==> config.mk <==
export PLATFORM = sky130hd
export DESIGN_NAME = tracking_id_gain_regs
export DESIGN_NICKNAME = d
export VERILOG_FILES = /design/src/shared/tracking_id_gain_pkg.sv /design/src/logic/tracking_id_gain_regs.sv
export SDC_FILE = /design/constraint.sdc
export NUM_CORES = 1
export LEC_CHECK = 0
export ABC_CLOCK_PERIOD_IN_PS = 3500
export BUFFER_PORTS_ARGS = -buffer_cell sky130_fd_sc_hd__buf_2
export CAP_MARGIN = 0
export CORE_ASPECT_RATIO = 0.8
export CORE_MARGIN = 1
export CORE_UTILIZATION = 35
export CTS_CLUSTER_SIZE = 20
export DETAILED_ROUTE_END_ITERATION = 7
export PLACE_DENSITY_LB_ADDON = 0.15
export SLEW_MARGIN = 0
export SYNTH_ARGS = -nofsm -noshare
export SYNTH_HDL_FRONTEND = slang
export SYNTH_SLANG_ARGS = --single-unit
==> constraint.sdc <==
create_clock -name aclk -period 3.5 [get_ports aclk]
set_input_delay 0.525 -clock aclk [delete_from_list [all_inputs] [get_ports aclk]]
set_output_delay 0.525 -clock aclk [all_outputs]
set_load 0.01 [all_outputs]
==> src/shared/tracking_id_gain_pkg.sv <==
// constants and types for the tracking, identity and gain register block
package tracking_id_gain_pkg;

    // ------------------------------------------------------------
    // register indices (byte address is four times the index)
    // ------------------------------------------------------------
    localparam logic [7:0] IDX_CH3_FAST_TRACKING = 8'h2b;
    localparam logic [7:0] IDX_MAKER_CODE_LOW    = 8'hfc;
    localparam logic [7:0] IDX_MAKER_CODE_HIGH   = 8'hfd;
    localparam logic [7:0] IDX_PART_CODE_LOW     = 8'hfe;
    localparam logic [7:0] IDX_PART_CODE_HIGH    = 8'hff;
    localparam int         ADDR_W                = 10;
    localparam int         IDX_LSB               = 2;

    // ------------------------------------------------------------
    // field layout and reset values
    // ------------------------------------------------------------
    localparam int         FTF_LSB               = 0;
    localparam int         FTF_W                 = 2;
    localparam logic [1:0] FTF_RESET             = 2'h1;

    // ------------------------------------------------------------
    // bus answers
    // ------------------------------------------------------------
    localparam logic [1:0] RESP_OKAY             = 2'h0;
    localparam logic [1:0] RESP_SLVERR           = 2'h2;

    // ------------------------------------------------------------
    // gain lookup: factor in units of 1/16, 8 integer + 4 fraction bits
    // ------------------------------------------------------------
    localparam int         GAIN_CODE_W           = 6;
    localparam int         GAIN_FACTOR_W         = 12;
    localparam int         GAIN_MANT_W           = 3;
    localparam logic [11:0] GAIN_UNITY           = 12'h010;
    localparam int         NUM_CHANNELS          = 4;

    typedef logic [GAIN_CODE_W-1:0]   gain_code_t;
    typedef logic [GAIN_FACTOR_W-1:0] gain_factor_t;

    // channel 3 tracking state handed to the baseline tracker
    typedef struct packed {
        logic            active;
        logic [FTF_W-1:0] factor;
    } track_ctl_t;

endpackage

==> src/logic/tracking_id_gain_regs.sv <==
// register block: channel 3 fast tracking, identity codes and gain lookup
//
// Functional notes
// - channel 3 tracking factor, bits 1:0, resets 01
// - factor applied only while channel 3 output negative
// - read-only 16-bit maker and part codes
// - gain code multiples of eight give powers of two
// - group codes add B/16 then B/8 each
//
// Register access over AXI4-Lite was chosen for this implementation.
`timescale 1ns/100ps
`default_nettype none

module tracking_id_gain_regs #(
    parameter int          DATA_W         = 16,
    parameter bit          FOUR_CHANNEL   = 1'b1,
    parameter logic [15:0] MAKER_CODE     = 16'ha5c3, // arbitrary value
    parameter logic [7:0]  PART_LOW_2CH   = 8'h3c,    // arbitrary value
    parameter logic [7:0]  PART_LOW_4CH   = 8'h3d,    // arbitrary value
    parameter logic [7:0]  PART_HIGH      = 8'h7e     // arbitrary value
) (
    input  wire logic                                aclk,
    input  wire logic                                aresetn,
    // axi4-lite slave
    input  wire logic                                s_axi_awvalid,
    output var  logic                                s_axi_awready,
    input  wire logic [tracking_id_gain_pkg::ADDR_W-1:0] s_axi_awaddr,
    input  wire logic [2:0]                          s_axi_awprot,
    input  wire logic                                s_axi_wvalid,
    output var  logic                                s_axi_wready,
    input  wire logic [31:0]                         s_axi_wdata,
    input  wire logic [3:0]                          s_axi_wstrb,
    output var  logic                                s_axi_bvalid,
    input  wire logic                                s_axi_bready,
    output var  logic [1:0]                          s_axi_bresp,
    input  wire logic                                s_axi_arvalid,
    output var  logic                                s_axi_arready,
    input  wire logic [tracking_id_gain_pkg::ADDR_W-1:0] s_axi_araddr,
    input  wire logic [2:0]                          s_axi_arprot,
    output var  logic                                s_axi_rvalid,
    input  wire logic                                s_axi_rready,
    output var  logic [31:0]                         s_axi_rdata,
    output var  logic [1:0]                          s_axi_rresp,
    // core side
    input  wire logic signed [DATA_W-1:0]            ch3_processed_output,
    input  wire tracking_id_gain_pkg::gain_code_t    gain_code
                                  [tracking_id_gain_pkg::NUM_CHANNELS],
    output var  tracking_id_gain_pkg::gain_factor_t  gain_factor
                                  [tracking_id_gain_pkg::NUM_CHANNELS],
    output var  tracking_id_gain_pkg::track_ctl_t    ch3_track_ctl
);

    // ------------------------------------------------------------
    // state
    // ------------------------------------------------------------
    logic                                       aw_held;
    logic                                       w_held;
    logic [7:0]                                 aw_idx;
    logic [31:0]                                w_data;
    logic [3:0]                                 w_strb;
    logic                                       do_write;
    logic                                       next_aw_held;
    logic                                       next_w_held;
    logic                                       next_bvalid;
    logic                                       next_rvalid;
    logic                                       ar_take;
    logic [7:0]                                 ar_idx;
    logic [tracking_id_gain_pkg::FTF_W-1:0]     ch3_fast_track_factor;
    logic [15:0]                                part_code;
    logic [31:0]                                read_word;
    logic                                       read_hit;

    // identity value depends on the channel-count variant
    assign part_code = {PART_HIGH,
                        FOUR_CHANNEL ? PART_LOW_4CH : PART_LOW_2CH};

    // ------------------------------------------------------------
    // write channel handshakes
    // ------------------------------------------------------------
    // a write fires once address and data are both held and no
    // response is still pending
    always_comb begin
        do_write     = aw_held && w_held && !s_axi_bvalid;
        next_aw_held = (aw_held && !do_write)
                       || (s_axi_awvalid && s_axi_awready);
        next_w_held  = (w_held && !do_write)
                       || (s_axi_wvalid && s_axi_wready);
        if (do_write) begin
            next_bvalid = 1'b1;
        end else if (s_axi_bvalid && s_axi_bready) begin
            next_bvalid = 1'b0;
        end else begin
            next_bvalid = s_axi_bvalid;
        end
    end

    // address and data holding
    always_ff @(posedge aclk) begin
        if (!aresetn) begin
            aw_held       <= 1'b0;
            w_held        <= 1'b0;
            aw_idx        <= 8'h00;
            w_data        <= 32'h0000_0000;
            w_strb        <= 4'h0;
            s_axi_awready <= 1'b0;
            s_axi_wready  <= 1'b0;
        end else begin
            aw_held       <= next_aw_held;
            w_held        <= next_w_held;
            s_axi_awready <= !next_aw_held && !next_bvalid;
            s_axi_wready  <= !next_w_held && !next_bvalid;
            if (s_axi_awvalid && s_axi_awready) begin
                aw_idx <= s_axi_awaddr[tracking_id_gain_pkg::IDX_LSB +: 8];
            end
            if (s_axi_wvalid && s_axi_wready) begin
                w_data <= s_axi_wdata;
                w_strb <= s_axi_wstrb;
            end
        end
    end

    // write response; unmapped indices answer slverr
    always_ff @(posedge aclk) begin
        if (!aresetn) begin
            s_axi_bvalid <= 1'b0;
            s_axi_bresp  <= tracking_id_gain_pkg::RESP_OKAY;
        end else begin
            s_axi_bvalid <= next_bvalid;
            if (do_write) begin
                unique case (aw_idx)
                    tracking_id_gain_pkg::IDX_CH3_FAST_TRACKING,
                    tracking_id_gain_pkg::IDX_MAKER_CODE_LOW,
                    tracking_id_gain_pkg::IDX_MAKER_CODE_HIGH,
                    tracking_id_gain_pkg::IDX_PART_CODE_LOW,
                    tracking_id_gain_pkg::IDX_PART_CODE_HIGH: begin
                        s_axi_bresp <= tracking_id_gain_pkg::RESP_OKAY;
                    end
                    default: begin
                        s_axi_bresp <= tracking_id_gain_pkg::RESP_SLVERR;
                    end
                endcase
            end
        end
    end

    // ------------------------------------------------------------
    // tracking factor register
    // ------------------------------------------------------------
    // only byte lane 0 carries the field; reserved bits are not kept,
    // identity indices have no storage so writes to them vanish
    always_ff @(posedge aclk) begin
        if (!aresetn) begin
            ch3_fast_track_factor <= tracking_id_gain_pkg::FTF_RESET;
        end else if (do_write && w_strb[0]
                     && aw_idx == tracking_id_gain_pkg::IDX_CH3_FAST_TRACKING)
        begin
            ch3_fast_track_factor <=
                w_data[tracking_id_gain_pkg::FTF_LSB +:
                       tracking_id_gain_pkg::FTF_W];
        end
    end

    // ------------------------------------------------------------
    // read channel
    // ------------------------------------------------------------
    // read data mux; reserved and unused bits read as zero
    always_comb begin
        ar_idx    = s_axi_araddr[tracking_id_gain_pkg::IDX_LSB +: 8];
        read_word = 32'h0000_0000;
        read_hit  = 1'b1;
        unique case (ar_idx)
            tracking_id_gain_pkg::IDX_CH3_FAST_TRACKING: begin
                read_word[tracking_id_gain_pkg::FTF_LSB +:
                          tracking_id_gain_pkg::FTF_W] = ch3_fast_track_factor;
            end
            tracking_id_gain_pkg::IDX_MAKER_CODE_LOW: begin
                read_word[7:0] = MAKER_CODE[7:0];
            end
            tracking_id_gain_pkg::IDX_MAKER_CODE_HIGH: begin
                read_word[7:0] = MAKER_CODE[15:8];
            end
            tracking_id_gain_pkg::IDX_PART_CODE_LOW: begin
                read_word[7:0] = part_code[7:0];
            end
            tracking_id_gain_pkg::IDX_PART_CODE_HIGH: begin
                read_word[7:0] = part_code[15:8];
            end
            default: begin
                read_hit = 1'b0;
            end
        endcase
        ar_take = s_axi_arvalid && s_axi_arready;
        if (ar_take) begin
            next_rvalid = 1'b1;
        end else if (s_axi_rvalid && s_axi_rready) begin
            next_rvalid = 1'b0;
        end else begin
            next_rvalid = s_axi_rvalid;
        end
    end

    // read response, answered one cycle after the address is taken
    always_ff @(posedge aclk) begin
        if (!aresetn) begin
            s_axi_arready <= 1'b0;
            s_axi_rvalid  <= 1'b0;
            s_axi_rdata   <= 32'h0000_0000;
            s_axi_rresp   <= tracking_id_gain_pkg::RESP_OKAY;
        end else begin
            s_axi_arready <= !next_rvalid;
            s_axi_rvalid  <= next_rvalid;
            if (ar_take) begin
                s_axi_rdata <= read_word;
                s_axi_rresp <= read_hit ? tracking_id_gain_pkg::RESP_OKAY
                                        : tracking_id_gain_pkg::RESP_SLVERR;
            end
        end
    end

    // ------------------------------------------------------------
    // baseline tracking control for channel 3
    // ------------------------------------------------------------
    // factor passed on only while the processed output is negative
    always_ff @(posedge aclk) begin
        if (!aresetn) begin
            ch3_track_ctl <= '0;
        end else begin
            ch3_track_ctl.active <= ch3_processed_output[DATA_W-1];
            ch3_track_ctl.factor <= ch3_processed_output[DATA_W-1]
                                    ? ch3_fast_track_factor
                                    : '0;
        end
    end

    // ------------------------------------------------------------
    // gain code to normalized factor, one lookup per channel
    // ------------------------------------------------------------
    // upper bits pick the power of two B, lower bits the step;
    // step m>0 gives B*(16+2m-1)/16, so no multiplier is needed
    for (genvar ch = 0; ch < tracking_id_gain_pkg::NUM_CHANNELS; ch++) begin
        : g_gain
        logic [2:0]  exp_sel;
        logic [2:0]  mant;
        logic [11:0] base_sixteenths;

        assign exp_sel = gain_code[ch][5:3];
        assign mant    = gain_code[ch][2:0];
        assign base_sixteenths = (mant == 3'h0)
            ? tracking_id_gain_pkg::GAIN_UNITY
            : tracking_id_gain_pkg::GAIN_UNITY
              + {7'h00, mant, 1'b0} - 12'h001;

        always_ff @(posedge aclk) begin
            if (!aresetn) begin
                gain_factor[ch] <= tracking_id_gain_pkg::GAIN_UNITY;
            end else begin
                gain_factor[ch] <= base_sixteenths << exp_sel;
            end
        end
    end

endmodule

`default_nettype wire

==> run metrics <==
outcome finished, final reports clean; fill cell count 1058; Die Ht 93.51 um; Hold WC Path Type in -> reg; initial antenna violation count 0; nets 645; Starting DRT DRC Count 222; crit end category register; Worst Hold End aw_idx[6]$_SDFFE_PN0P_; Final TNS setup 0 ns; Max Clk Rate 642.6 MHz; leakage power 0.001971 uW; largest area contributor in the netlist dfxtp_1; max cap viols 0; Wirelength per Cell 12.48 um; reg-to-reg slack, setup 2.18 ns; Worst Hold Launch s_axi_awaddr[8]; met2 Track Usage GR 22.93%; main combinational cell family by area after synthesis simple AND/OR/NAND/NOR gates; vias in the first global route 2755; Clock transition at path regs 0.06 ns; DPL Wire Length 5968 um; Netlist cell types 44; RSZ-0062 raised after global routing no; Synth top area share 43.17%; mapped cell area 3664 um2; M1 GR Usage 21.96%; Final Max Tran Viols 0; WP data arrival 1.81 ns; grt met3 use 5.638%; max incr delay on CP 0.65 ns; routability congestion estimate from global placement 0.8618; YS warnings 0; Synth Area in Simple Gates 24.59%; Tot GR Track Use 15.95%; global-route wire length before repair 13340 um; Finished Core Util 43.97%; Final ANT Viol Nets 0; Clock Sinks 79; Critical Path RT 3.75 ns; Max transition margin 30.95%; Hold Crit Depth 3; Period minus WS final 1.556 ns; area delta synth->final 22.40%; Post-CTS Resized 0; Post-Syn Area per Cell 8.196 um2; origin of the critical flop-to-flop path s_axi_bvalid$_SDFF_PN0_; Starting Density 35.92%; critical path class in -> reg; post-route clock skew 0.004264 ns; H-tree levels 3; core box area 10200 um2; fraction of synthesized area in multiplexers 3.142%; synth top area cells dfxtp_1 43%, a21oi_1 7.0%, buf_4 6.1%; register area share after synthesis 43.17%; total CTS buffers 9; Hold Fails Final Rpt 0; pin count of the biggest net entering global routing 30; Worst-Margin Slew 1.035 ns; setup violators final 0; ant diodes 0; Compound-Gate Fraction of Synth Area 18.00%; DRT Wirelength 8501 um; Worst Setup Start Kind primary input; Syn Inst Count 447; Max Root-Sink Buffers 2; Port Buffers 116; Remaining DRCs 0; worst-path cell chain buf_2 > inv_1 > or4_1 > o21ai_0; DR vias/cell 4.840; CTS tree built; number of synthesized register bits 79; worst skew pair latency 0.33 ns; period utilization 44.47%; DRT Pass-1 Iters 4; Die Wd 116.4 um; IO Count 201; Critical Path Slowest Stage Cell or4_1; share of cells above drive strength 1 26.43%; global routing's busiest layer met2; Power Density 518.4 nW/um2; row count 33; Hold Buf Count CTS 0; maximum vdd ir drop 195.4 uV; CP Max Fanout 29; DIE AREA 10880 um2; worst reg2reg path depth 3; post-synthesis adder-cell area fraction 0%; routed via count 3296; Worst R2R End ch3_fast_track_factor[1]$_SDFFE_PN0P_; root buffer cell clkbuf_16; Post-CTS Setup Repair Bufs 0; XOR/XNOR Fraction of Synth Area 0%; total grt overflow 0
-- per-layer routing --
layer  routed length [um]  share of wire [%]
met2                 3545                 42
met5                    0                  0
met4                  104                1.2
met3                  643                7.6
met1                 4207                 49
-- report_power, final --
part           switching [uW]  leakage, uW  total (uW)  internal (uW)
logic                     177      0.00116         291            114
registers                16.1     0.000648         959            943
clock network             358     0.000162        1070            716
total                     552      0.00197        2320           1770
-- final cells by class --
| type | instances | area, um2 | area share (%) |
|---|---|---|---|
| clock inverter | 5 | 105.1 | 2.344 |
| clock buffer | 11 | 242.7 | 5.413 |
| tap | 140 | 175.2 | 3.906 |
| inverter | 5 | 18.77 | 0.4185 |
| timing repair buffer | 117 | 588.1 | 13.11 |
| sequential | 79 | 1582 | 35.27 |
| multi-input combinational | 324 | 1773 | 39.54 |
-- logic make-up after synthesis --
family          after synthesis
mux                          10
flops                        79
buf+inv                      69
compound gates              104
simple gates                184
other cells                   1
-- state kept, by name (all words and copies together) (netlist names), 2 cells and up --
register,count
ch3_fast_track_factor,2
w_data,2
s_axi_rdata,6
aw_idx,8
gain_factor,48
ch3_track_ctl,3
-- cell usage after synthesis --
| master | instances |
|---|---|
| buf_4 | 30 |
| dfxtp_1 | 79 |
| nand4_1 | 3 |
| or4_1 | 2 |
| a32oi_1 | 4 |
| a31o_2 | 1 |
| nor4_1 | 1 |
| clkbuf_1 | 17 |
| a211oi_1 | 6 |
| o22ai_1 | 4 |
| or2_2 | 4 |
| and4_1 | 1 |
| buf_2 | 13 |
| inv_1 | 5 |
| a21oi_1 | 51 |
| buf_1 | 2 |
| nand2b_1 | 14 |
| nor2_1 | 38 |
| mux2i_1 | 4 |
| or3_1 | 2 |
| nand2_1 | 51 |
| and3_1 | 3 |
| o31a_1 | 1 |
| o21ai_1 | 4 |
| nor3b_1 | 7 |
| a22oi_1 | 4 |
| o22a_1 | 4 |
| buf_6 | 2 |
| o31ai_1 | 1 |
| mux2_4 | 2 |
| o32ai_1 | 3 |
| nor3_1 | 20 |
| o21ai_0 | 8 |
| a311o_1 | 3 |
| nor2b_1 | 14 |
| and2_1 | 3 |
| mux2_2 | 4 |
| conb_1 | 1 |
| o32a_1 | 4 |
| nand3b_1 | 1 |
| nor4b_1 | 2 |
| nand3_1 | 18 |
| a2bb2oi_1 | 2 |
| a2111oi_0 | 4 |
-- cell usage in the layout (no fill, tap or decap), types with 2 or more instances in the layout --
master and instances:
nand2_1 51, inv_1 5, nor3_1 20, and2_1 3, nor3b_1 7, nor2_1 38
conb_1 26, bufinv_16 3, o32ai_1 3, a32oi_1 4, clkinvlp_4 2, nand2b_1 14
mux2_2 4, a21oi_1 51, a22oi_1 4, mux2_4 2, nor4b_1 2, mux2i_1 4
or2_2 4, or4_1 2, dfxtp_1 79, or3_1 2, o21ai_1 4, o22ai_1 4
buf_2 116, nand4_1 3, o32a_1 4, o21ai_0 8, nand3_1 18, o22a_1 4
a2bb2oi_1 2, and3_1 3, a211oi_1 6, clkbuf_16 9, a311o_1 3, nor2b_1 14
a2111oi_0 4
-- critical path: cells and delay by family --
family	cells	cell delay, ns
AND/OR/NAND/NOR	1	0.65
AO/OA/AOI/OAI	1	0.09
buffers and inverters	2	0.52
-- worst max path at each step --
stage	from	endpoint	slack (ns)	cells past startpoint
after floorplan	gain_code[7]	gain_factor[16]$_SDFF_PN1_	1.92	4
after global routing	aresetn	gain_factor[5]$_SDFF_PN0_	1.84	4
final	aresetn	gain_factor[17]$_SDFF_PN0_	1.94	4
after CTS	aresetn	gain_factor[17]$_SDFF_PN0_	1.94	4
after detailed placement	aresetn	gain_factor[17]$_SDFF_PN0_	1.60	4
after global placement	aresetn	gain_factor[5]$_SDFF_PN0_	1.60	4
-- stage by stage --
step | worst slack [ns] | power (uW) | hold slack (ns) | std cells | cell area, um2
finish | 1.944 | 2325 | 0.4348 | 681 | 4484
global route | 1.837 | 2437 | 0.4274 | 681 | 4484
CTS | 1.943 | 2355 | 0.4211 | 681 | 4484
detailed placement | 1.596 | 1268 | 0.4439 | 665 | 4136
global placement | 1.602 | 1267 | 0.4349 | 665 | 4136
floorplan | 1.916 | 1199 | 0.4149 | 472 | 3757
No activity file was read; power rests on OpenSTA's default activity.
